[config.mk]
export PLATFORM = sky130hd
export DESIGN_NAME = dmf_framer
export DESIGN_NICKNAME = d
export VERILOG_FILES = /design/src/logic/dmf_pkg.sv /design/src/logic/dmf_stream_if.sv /design/src/logic/dmf_framer.sv /design/src/logic/dmf_fifo.sv /design/src/logic/dmf_timer.sv
export SDC_FILE = /design/constraint.sdc
export NUM_CORES = 2
export LEC_CHECK = 0
export BUFFER_PORTS_ARGS = -buffer_cell sky130_fd_sc_hd__clkbuf_2
export CAP_MARGIN = 20
export CELL_PAD_IN_SITES_DETAIL_PLACEMENT = 1
export CELL_PAD_IN_SITES_GLOBAL_PLACEMENT = 1
export CORE_MARGIN = 5
export CORE_UTILIZATION = 35
export DETAILED_ROUTE_END_ITERATION = 8
export PLACE_DENSITY_LB_ADDON = 0.08
export SETUP_SLACK_MARGIN = 0.2
export SLEW_MARGIN = 25
export SYNTH_ARGS = -nofsm -noshare
export SYNTH_HDL_FRONTEND = slang
export SYNTH_HIERARCHICAL = 1
export SYNTH_SLANG_ARGS = --single-unit
[constraint.sdc]
create_clock -name clock -period 16.4 [get_ports clock]
set_input_delay 3.28 -clock clock [delete_from_list [all_inputs] [get_ports clock]]
set_output_delay 3.28 -clock clock [all_outputs]
set_load 0.02 [all_outputs]
[src/logic/dmf_pkg.sv]
// Purpose: Shared constants and types of the diagnostic multi-packet framer.
// Assumes: 50 MHz node clock.
// Notes: Group numbers are 17 bits wide.
package dmf_pkg;
    localparam int CLK_HZ = 50_000_000;
    localparam int GAP_MS = 50;
    localparam int GAP_CYC = GAP_MS * (CLK_HZ / 1000);
    localparam int UNLOCK_MS = 10000;
    localparam int UNLOCK_CYC = UNLOCK_MS * (CLK_HZ / 1000);
    localparam logic [16:0] DGN_INIT = 17'h0ECFF;
    localparam logic [16:0] DGN_DATA = 17'h0EBFF;
    localparam logic [16:0] DGN_PROP = 17'h0EF00;
    localparam logic [7:0] INIT_CTRL = 8'h20;
    localparam logic [2:0] PRIO_DEF = 3'h6;
    localparam logic [7:0] ADDR_GLOBAL = 8'hFF;
    localparam logic [7:0] PAD = 8'hFF;
    localparam logic [6:0] COUNT_NA = 7'h7F;
    localparam logic [7:0] EXT_NONE = 8'hFF;
    localparam logic [8:0] MAX_FAULTS = 9'h164;
    localparam logic [10:0] LEN_BASE = 11'h002;
    localparam logic [10:0] FAULT_BYTES = 11'h005;
    localparam logic [10:0] PKT_BYTES = 11'h007;
    localparam logic [2:0] LAST_FIELD = 3'h4;
    localparam logic [2:0] LAST_SLOT = 3'h6;
    localparam int FAULT_W = 41;
    localparam int FIFO_DEPTH = 8;
    localparam int GAP_W = 22;
    localparam int UNLOCK_W = 30;
    typedef enum logic [2:0] {
        ST_IDLE = 3'b000,
        ST_COLLECT = 3'b001,
        ST_SEND = 3'b010,
        ST_GAP = 3'b011,
        ST_INIT = 3'b100
    } dmf_state_t;
endpackage

[src/logic/dmf_stream_if.sv]
// Purpose: Valid/ready word stream between framer modules.
// Assumes: Single clock domain.
// Notes: Data is held while valid is high and ready is low.
`timescale 1ns/1ps
`default_nettype none
interface dmf_stream_if #(parameter int W = 8);
    logic valid;
    logic ready;
    logic [W-1:0] data;
    modport src (output valid, output data, input ready);
    modport snk (input valid, input data, output ready);
endinterface
`default_nettype wire

[src/logic/dmf_framer.sv]
// Purpose: Diagnostic multi-packet framer and manufacturer message gate.
// Assumes: Inputs synchronous to clock; frame sink holds tx_ready semantics.
// Notes: Every transmitted frame carries eight data bytes.
`timescale 1ns/1ps
`default_nettype none
module dmf_framer #(
    parameter int GAP_CYCLES = dmf_pkg::GAP_CYC,
    parameter int UNLOCK_CYCLES = dmf_pkg::UNLOCK_CYC,
    parameter logic [16:0] DIAG_DGN = 17'h1FF00,
    parameter logic [2:0] DIAG_PRIO = 3'h6,
    parameter logic [63:0] PASSWORD = 64'h0123456789ABCDEF
) (
    input wire logic clock,
    input wire logic rst,
    input wire logic fault_valid,
    output logic fault_ready,
    input wire logic [18:0] fault_point,
    input wire logic [4:0] fault_mode,
    input wire logic [6:0] fault_count,
    input wire logic fault_count_ok,
    input wire logic [7:0] fault_ext,
    input wire logic fault_ext_ok,
    input wire logic rpt_start,
    input wire logic [7:0] rpt_status,
    input wire logic [7:0] rpt_sfc,
    input wire logic [8:0] rpt_faults,
    output logic rpt_done,
    output logic rpt_reject,
    input wire logic prop_req,
    input wire logic [7:0] prop_dest,
    input wire logic [2:0] prop_prio,
    input wire logic [63:0] prop_data,
    output logic prop_reject,
    output logic tx_valid,
    input wire logic tx_ready,
    output logic [2:0] tx_prio,
    output logic [16:0] tx_dgn,
    output logic [63:0] tx_data,
    input wire logic [7:0] own_addr,
    input wire logic rx_valid,
    input wire logic [16:0] rx_dgn,
    input wire logic [63:0] rx_data,
    output logic rx_prop_valid,
    output logic [63:0] rx_prop_data,
    output logic unlocked
);
    typedef struct packed {
        dmf_pkg::dmf_state_t st;
        logic [10:0] pi;
        logic [10:0] len;
        logic [2:0] fb;
        logic [2:0] bi;
        logic [55:0] pbuf;
        logic [7:0] pn;
        logic [7:0] pcnt;
        logic single;
        logic prop;
        logic [7:0] status;
        logic [7:0] sfc;
        logic tx_valid;
        logic [2:0] tx_prio;
        logic [16:0] tx_dgn;
        logic [63:0] tx_data;
        logic rpt_done;
        logic rpt_reject;
        logic prop_reject;
        logic unlocked;
        logic rx_prop_valid;
        logic [63:0] rx_prop_data;
    } dmf_framer_t;
    dmf_framer_t s, d;
    dmf_stream_if #(.W(dmf_pkg::FAULT_W)) hd ();
    logic gap_ld, gap_done, unl_ld, unl_done, pop;
    logic [7:0] pbyte;
    logic [10:0] len_w;
    logic need;
    logic accept;

    dmf_fifo #(.W(dmf_pkg::FAULT_W), .D(dmf_pkg::FIFO_DEPTH)) u_fifo (
        .clock(clock),
        .rst(rst),
        .in_valid(fault_valid),
        .in_ready(fault_ready),
        .in_data({fault_point, fault_mode, fault_count, fault_count_ok, fault_ext,
            fault_ext_ok}),
        .out(hd.src)
    );
    dmf_timer #(.W(dmf_pkg::GAP_W)) u_gap (
        .clock(clock),
        .rst(rst),
        .load(gap_ld),
        .value(dmf_pkg::GAP_W'(GAP_CYCLES)),
        .done(gap_done)
    );
    dmf_timer #(.W(dmf_pkg::UNLOCK_W)) u_unlock (
        .clock(clock),
        .rst(rst),
        .load(unl_ld),
        .value(dmf_pkg::UNLOCK_W'(UNLOCK_CYCLES)),
        .done(unl_done)
    );
    assign hd.ready = pop;

    ////////////////////////////////////////////////////////////////////////////
    always_comb begin
        d = s;
        pop = 1'b0;
        gap_ld = 1'b0;
        unl_ld = 1'b0;
        pbyte = dmf_pkg::PAD;
        len_w = dmf_pkg::LEN_BASE + 11'(rpt_faults) * dmf_pkg::FAULT_BYTES;
        need = (s.pi < s.len) && (s.pi >= dmf_pkg::LEN_BASE);
        accept = s.tx_valid && tx_ready;
        d.rpt_done = 1'b0;
        d.rpt_reject = 1'b0;
        d.prop_reject = 1'b0;
        d.rx_prop_valid = 1'b0;
        if (s.pi == 11'h000) begin
            pbyte = s.status;
        end else if (s.pi == 11'h001) begin
            pbyte = s.sfc;
        end else if (need) begin
            unique case (s.fb)
                3'h0: pbyte = hd.data[40:33];
                3'h1: pbyte = hd.data[32:25];
                3'h2: pbyte = {hd.data[24:22], hd.data[21:17]};
                3'h3: pbyte = {1'b1, hd.data[9] ? hd.data[16:10] : dmf_pkg::COUNT_NA};
                default: pbyte = hd.data[0] ? hd.data[8:1] : dmf_pkg::EXT_NONE;
            endcase
        end
        unique case (s.st)
            dmf_pkg::ST_IDLE: begin
                if (rpt_start) begin
                    d.status = rpt_status;
                    d.sfc = rpt_sfc;
                    d.len = len_w;
                    d.pcnt = 8'((len_w + dmf_pkg::PKT_BYTES - 11'h001) / dmf_pkg::PKT_BYTES);
                    d.pi = '0;
                    d.fb = '0;
                    d.bi = '0;
                    d.pn = 8'h01;
                    d.prop = 1'b0;
                    if (rpt_faults == 9'h000 || rpt_faults > dmf_pkg::MAX_FAULTS) begin
                        d.rpt_reject = 1'b1;
                    end else if (rpt_faults == 9'h001) begin
                        d.single = 1'b1;
                        d.st = dmf_pkg::ST_COLLECT;
                    end else begin
                        d.single = 1'b0;
                        d.st = dmf_pkg::ST_INIT;
                        d.tx_valid = 1'b1;
                        d.tx_prio = DIAG_PRIO;
                        d.tx_dgn = dmf_pkg::DGN_INIT;
                        d.tx_data = {7'h00, DIAG_DGN, dmf_pkg::PAD, d.pcnt, 5'h00, len_w,
                            dmf_pkg::INIT_CTRL};
                    end
                end else if (prop_req) begin
                    if (prop_dest == dmf_pkg::ADDR_GLOBAL) begin
                        d.prop_reject = 1'b1;
                    end else begin
                        d.single = 1'b1;
                        d.prop = 1'b1;
                        d.st = dmf_pkg::ST_SEND;
                        d.tx_valid = 1'b1;
                        d.tx_prio = (prop_prio < dmf_pkg::PRIO_DEF) ? prop_prio
                            : dmf_pkg::PRIO_DEF;
                        d.tx_dgn = {dmf_pkg::DGN_PROP[16:8], prop_dest};
                        d.tx_data = prop_data;
                    end
                end
            end
            dmf_pkg::ST_INIT: begin
                if (accept) begin
                    d.tx_valid = 1'b0;
                    d.st = dmf_pkg::ST_COLLECT;
                end
            end
            dmf_pkg::ST_COLLECT: begin
                if (!(need && !hd.valid)) begin
                    d.pbuf[s.bi * 8 +: 8] = pbyte;
                    if (s.pi < s.len) begin
                        d.pi = s.pi + 11'h001;
                    end
                    if (need) begin
                        d.fb = (s.fb == dmf_pkg::LAST_FIELD) ? 3'h0 : s.fb + 3'h1;
                        pop = (s.fb == dmf_pkg::LAST_FIELD);
                    end
                    d.bi = s.bi + 3'h1;
                    if (s.bi == dmf_pkg::LAST_SLOT) begin
                        d.bi = '0;
                        d.st = dmf_pkg::ST_SEND;
                        d.tx_valid = 1'b1;
                        if (s.single) begin
                            d.tx_prio = DIAG_PRIO;
                            d.tx_dgn = DIAG_DGN;
                            d.tx_data = {dmf_pkg::PAD, d.pbuf};
                        end else begin
                            d.tx_prio = dmf_pkg::PRIO_DEF;
                            d.tx_dgn = dmf_pkg::DGN_DATA;
                            d.tx_data = {d.pbuf, s.pn};
                        end
                    end
                end
            end
            dmf_pkg::ST_SEND: begin
                if (accept) begin
                    d.tx_valid = 1'b0;
                    if (s.single || s.pn == s.pcnt) begin
                        d.st = dmf_pkg::ST_IDLE;
                        d.rpt_done = !s.prop;
                    end else begin
                        d.pn = s.pn + 8'h01;
                        gap_ld = 1'b1;
                        d.st = dmf_pkg::ST_GAP;
                    end
                end
            end
            dmf_pkg::ST_GAP: begin
                if (gap_done) begin
                    d.st = dmf_pkg::ST_COLLECT;
                end
            end
            default: begin
                d.st = dmf_pkg::ST_IDLE;
            end
        endcase
        if (rpt_start && s.st != dmf_pkg::ST_IDLE) begin
            d.rpt_reject = 1'b1;
        end
        if (s.unlocked && unl_done) begin
            d.unlocked = 1'b0;
        end
        if (rx_valid && rx_dgn[16:8] == dmf_pkg::DGN_PROP[16:8] && rx_dgn[7:0] == own_addr) begin
            if (rx_data == PASSWORD) begin
                d.unlocked = 1'b1;
                unl_ld = 1'b1;
            end else if (s.unlocked && !unl_done) begin
                d.rx_prop_valid = 1'b1;
                d.rx_prop_data = rx_data;
            end
        end
    end

    always_ff @(posedge clock or posedge rst) begin
        if (rst) begin
            s <= '{st: dmf_pkg::ST_IDLE, default: '0};
        end else begin
            s <= d;
        end
    end

    assign rpt_done = s.rpt_done;
    assign rpt_reject = s.rpt_reject;
    assign prop_reject = s.prop_reject;
    assign tx_valid = s.tx_valid;
    assign tx_prio = s.tx_prio;
    assign tx_dgn = s.tx_dgn;
    assign tx_data = s.tx_data;
    assign rx_prop_valid = s.rx_prop_valid;
    assign rx_prop_data = s.rx_prop_data;
    assign unlocked = s.unlocked;

    ////////////////////////////////////////////////////////////////////////////
    // Helper counters follow data packet spacing and numbering.
    logic [31:0] since_q;
    logic seen_q;
    logic [7:0] last_pn_q;
    logic data_acc, init_acc;
    assign data_acc = accept && s.tx_dgn == dmf_pkg::DGN_DATA;
    assign init_acc = accept && s.tx_dgn == dmf_pkg::DGN_INIT;

    always_ff @(posedge clock or posedge rst) begin
        if (rst) begin
            since_q <= '0;
            seen_q <= 1'b0;
            last_pn_q <= '0;
        end else begin
            since_q <= data_acc ? 32'h0000_0001 : since_q + 32'h0000_0001;
            if (init_acc) begin
                seen_q <= 1'b0;
                last_pn_q <= '0;
            end else if (data_acc) begin
                seen_q <= 1'b1;
                last_pn_q <= s.tx_data[7:0];
            end
        end
    end
endmodule
`default_nettype wire

[src/logic/dmf_fifo.sv]
// Purpose: Fault record FIFO with valid/ready on both sides.
// Assumes: Single clock, asynchronous active-high reset.
// Notes: Full and empty are registered flags.
`timescale 1ns/1ps
`default_nettype none
module dmf_fifo #(
    parameter int W = 8,
    parameter int D = 8
) (
    input wire logic clock,
    input wire logic rst,
    input wire logic in_valid,
    output logic in_ready,
    input wire logic [W-1:0] in_data,
    dmf_stream_if.src out
);
    localparam int AW = $clog2(D);
    typedef struct packed {
        logic [D-1:0][W-1:0] mem;
        logic [AW-1:0] wp;
        logic [AW-1:0] rp;
        logic [AW:0] cnt;
        logic full;
        logic empty;
        logic not_full;
    } dmf_fifo_t;
    dmf_fifo_t s, d;
    logic push, pop;

    always_comb begin
        d = s;
        push = in_valid && !s.full;
        pop = out.ready && !s.empty;
        if (push) begin
            d.mem[s.wp] = in_data;
            d.wp = (s.wp == AW'(D - 1)) ? '0 : s.wp + 1'b1;
        end
        if (pop) begin
            d.rp = (s.rp == AW'(D - 1)) ? '0 : s.rp + 1'b1;
        end
        d.cnt = s.cnt + (AW + 1)'(push) - (AW + 1)'(pop);
        d.full = (d.cnt == (AW + 1)'(D));
        d.empty = (d.cnt == '0);
        d.not_full = !d.full;
    end

    always_ff @(posedge clock or posedge rst) begin
        if (rst) begin
            s <= '{default: '0, empty: 1'b1, not_full: 1'b1};
        end else begin
            s <= d;
        end
    end

    assign in_ready = s.not_full;
    assign out.valid = !s.empty;
    assign out.data = s.mem[s.rp];
endmodule
`default_nettype wire

[src/logic/dmf_timer.sv]
// Purpose: Loadable down-counter reporting expiry.
// Assumes: Single clock, asynchronous active-high reset.
// Notes: Done is low from the edge after a load until the count runs out.
`timescale 1ns/1ps
`default_nettype none
module dmf_timer #(
    parameter int W = 8
) (
    input wire logic clock,
    input wire logic rst,
    input wire logic load,
    input wire logic [W-1:0] value,
    output logic done
);
    typedef struct packed {
        logic [W-1:0] cnt;
    } dmf_timer_t;
    dmf_timer_t s, d;

    always_comb begin
        d = s;
        if (load) begin
            d.cnt = value;
        end else if (s.cnt != '0) begin
            d.cnt = s.cnt - 1'b1;
        end
    end

    always_ff @(posedge clock or posedge rst) begin
        if (rst) begin
            s <= '0;
        end else begin
            s <= d;
        end
    end

    assign done = (s.cnt == '0);
endmodule
`default_nettype wire

==> metrics.cfg <==
[sta]
max_freq_ghz = 0.105
rsz0062_at_grt = false
setup_violations = 0
hold_viol_final = 0
timing.slew.headroom_pct = 27.6
clock-skew-final_ns = 0.0387
drv_slew = 0
finalSetupTns_ns = 0
fin_crit_ns = 9.49
worstMarginPinSlew_ns = 1.08
fin_hold_ws_ns = 0.468
min_period_over_period_pct = 57.9

[final_layout]
area_delta_synth_final_pct = 14.8
final_common_cell = dfrtp_1
final_cell_count_no_fill = 4854
finalNetCount = 3710
drive_above_1_share_pct = 32.5
n_fill_cell = 11000
final_cell_mix = dfrtp_1, clkbuf_2, nand2_1, mux2_2, o21ai_0

[routing]
drt_iter0_markers = 1668
wl_per_cell_um = 24.4
vias = 26300
drc_errors = 0
ant_nets = 0
drt-total-wl_um = 119000
firstDrtPassIters = 6
viasPerCell = 5.43

[floorplanning]
coreArea_um2 = 102000
die_height_um = 330
die_area_um2 = 109000
core.rowCount = 117
initial_core_util_pct = 35.3
ioPinCount = 392
die_w_um = 330

[synth]
synth_compound_area_share_pct = 10.8
ys_ff_latch = 663
yosys.area_share.simple_pct = 11.8
synth_adder_area_share_pct = 2.11
synth_top_family_by_area = multiplexers
ys.flop_type = dfrtp_1
synthXorXnorAreaFrac_pct = 1.71
syn_avg_cell_area_um2 = 11.3
yosysUniqueCellTypes = 105
synthMuxAreaShare_pct = 21.0
seq_area_frac_synth_pct = 46.3
netlist_instances = 3183
synth_edf_count = 0
synth_area_um2 = 35900
yosysWarnings = 6
async_reset_ff_share_pct = 100

[worst_setup_path]
critical-path-slowest-cell = a221oi_1
worstSetupPathType = primary input to register
critical_path.startpoint_type = primary input
required_ns = 16.96
cp-startpoint = rpt_faults[1]
cp.arrival_ns = 10.06
r2r_cells = 11
critPathCaptureType = register
path_max_fanout = 20
reg2reg_to = tx_data[27]
reg2reg_from = u_fifo/s[7]
rrSetupSlack_ns = 9.75
cpMostUsedCell = ha_1
cpPeakStageDelay_ns = 0.73
worstPathCellList = clkbuf_2 -> ha_1 -> ha_1 -> o211a_1 -> o22ai_1 -> a221oi_1 -> nand2_1 -> or4_4 -> and4_4 -> mux2_4 -> and4_1 -> a211o_1 -> nor3_2 -> nor3_1 -> o311a_1 -> and2_1 -> ha_1 -> nand3_1 -> a21boi_0 -> o22ai_1 -> a211oi_2

[global_routing]
first_global_vias = 28700
grt_usage_pct = 21.3
grt_max_degree = 173
grt_pass1_wl_um = 179000
grt_overflow_total = 0
antenna_found_initial = 9

[place]
post-dp-hpwl_um = 82400
place.port_buffers = 391
dp.cells = 4696
gp_congestion = 0.842

[clocking]
root_buffer = clkbuf_16
cts_num_sinks = 663
post_cts_buffers = 0
htreeDepth = 3
cts_tree = yes
clock_path_buffers = 3
cts_hold_buf = 0
clock_latency_ns = 0.66
path_clk_slew_ns = 0.06
cts_resized = 0
cts_buffers = 83

[hold_path]
min_from = tx_prio[2]
min_delay_worst_endpoint = tx_prio[2]
hold_path_depth = 2
hp-class = register to register

[flow_run]
maxCapViolations = 0

[power_and_ir_drop]
power_density_nw_per_um2 = 188
ir_drop_v = 0.000119
p_leak_nw = 18.3

[status]
status = complete, no violations

## critical path: cells and delay by family
kind	cells	cell delay (ns)
compound gates	8	2.67
mux	1	0.33
fa+ha+maj	3	1.29
buf+inv	1	0.16
simple gates	8	2.33
## registers in the layout (all words and copies together), names as in the netlist, 3 cells and up
signal / flops
u_gap/s: 22
rx_prop_data: 64
s: 121
tx_dgn: 12
tx_prio: 3
u_fifo/s: 340
u_unlock/s: 30
tx_data: 64
## layout make-up
cell class	instances	area (µm²)	share of cell area [%]
Clock inverter	28	479	1.16
Sequential cell	663	16600	40.3
Multi-Input combinational cell	2169	17300	42.1
Timing Repair Buffer	437	2370	5.76
Tap cell	1368	1710	4.16
Clock buffer	125	2420	5.89
Inverter	60	240	0.583
Antenna cell	4	10.0	0.0243
## layer usage
| layer | share of wire [%] | global-route usage, % |
|---|---|---|
| met3 | 4.3 | 3.38 |
| met2 | 48 | 36.3 |
| met1 | 44 | 28.2 |
| met4 | 3.1 | 6.14 |
| met5 | 0.018 | 0 |
## synthesized netlist by cell type, drive strengths merged (40+ instances only)
cell / n / area share, %
mux2: 458 / 15
o31ai: 54 / 1.1
xnor2: 40 / 0.98
dfrtp: 661 / 46
o21ai: 170 / 2.4
ha: 58 / 2.0
nor2: 149 / 1.6
nand2: 370 / 3.9
nor3: 62 / 0.89
inv: 59 / 0.62
nor4: 43 / 1.0
o211ai: 40 / 0.84
mux4: 82 / 5.1
clkbuf: 122 / 1.3
buf: 219 / 4.4
a21oi: 85 / 1.2
## stage by stage
stage | worst slack (ns) | total power [mW] | utilization [%] | instance area, µm²
final | 6.91 | 7.75 | 40.5 | 41200
after global routing | 6.78 | 8.21 | 40.5 | 41200
after CTS | 6.84 | 7.84 | 40.4 | 41100
after detailed placement | 6.19 | 5.86 | 37.6 | 38200
after global placement | 6.64 | 5.69 | 37.5 | 38100
after floorplan | 3.67 | 4.92 | - | 36100
## cells by family (layout without fill, tap and decap cells)
kind of cell | after synthesis | in the layout
xor+xnor | 70 | 70
simple gates | 851 | 851
fa+ha+maj | 60 | 60
other cells | 2 | 56
flops | 663 | 663
mux | 562 | 562
buf+inv | 401 | 650
compound gates | 574 | 574
## worst max-delay path by stage
stage,end,depth (start not counted)
after floorplan,u_fifo/s[100],1
after global placement,tx_data[24],21
after detailed placement,tx_data[24],21
after CTS,tx_data[24],21
after global routing,tx_data[24],21
final,tx_data[24],21
## where the power goes
part | internal [mW] | switching [mW] | total, mW
combinational | 1.34 | 1.79 | 3.13
clock | 1.16 | 0.766 | 1.93
sequential | 2.28 | 0.416 | 2.70
(Power assumes the default switching activity.)
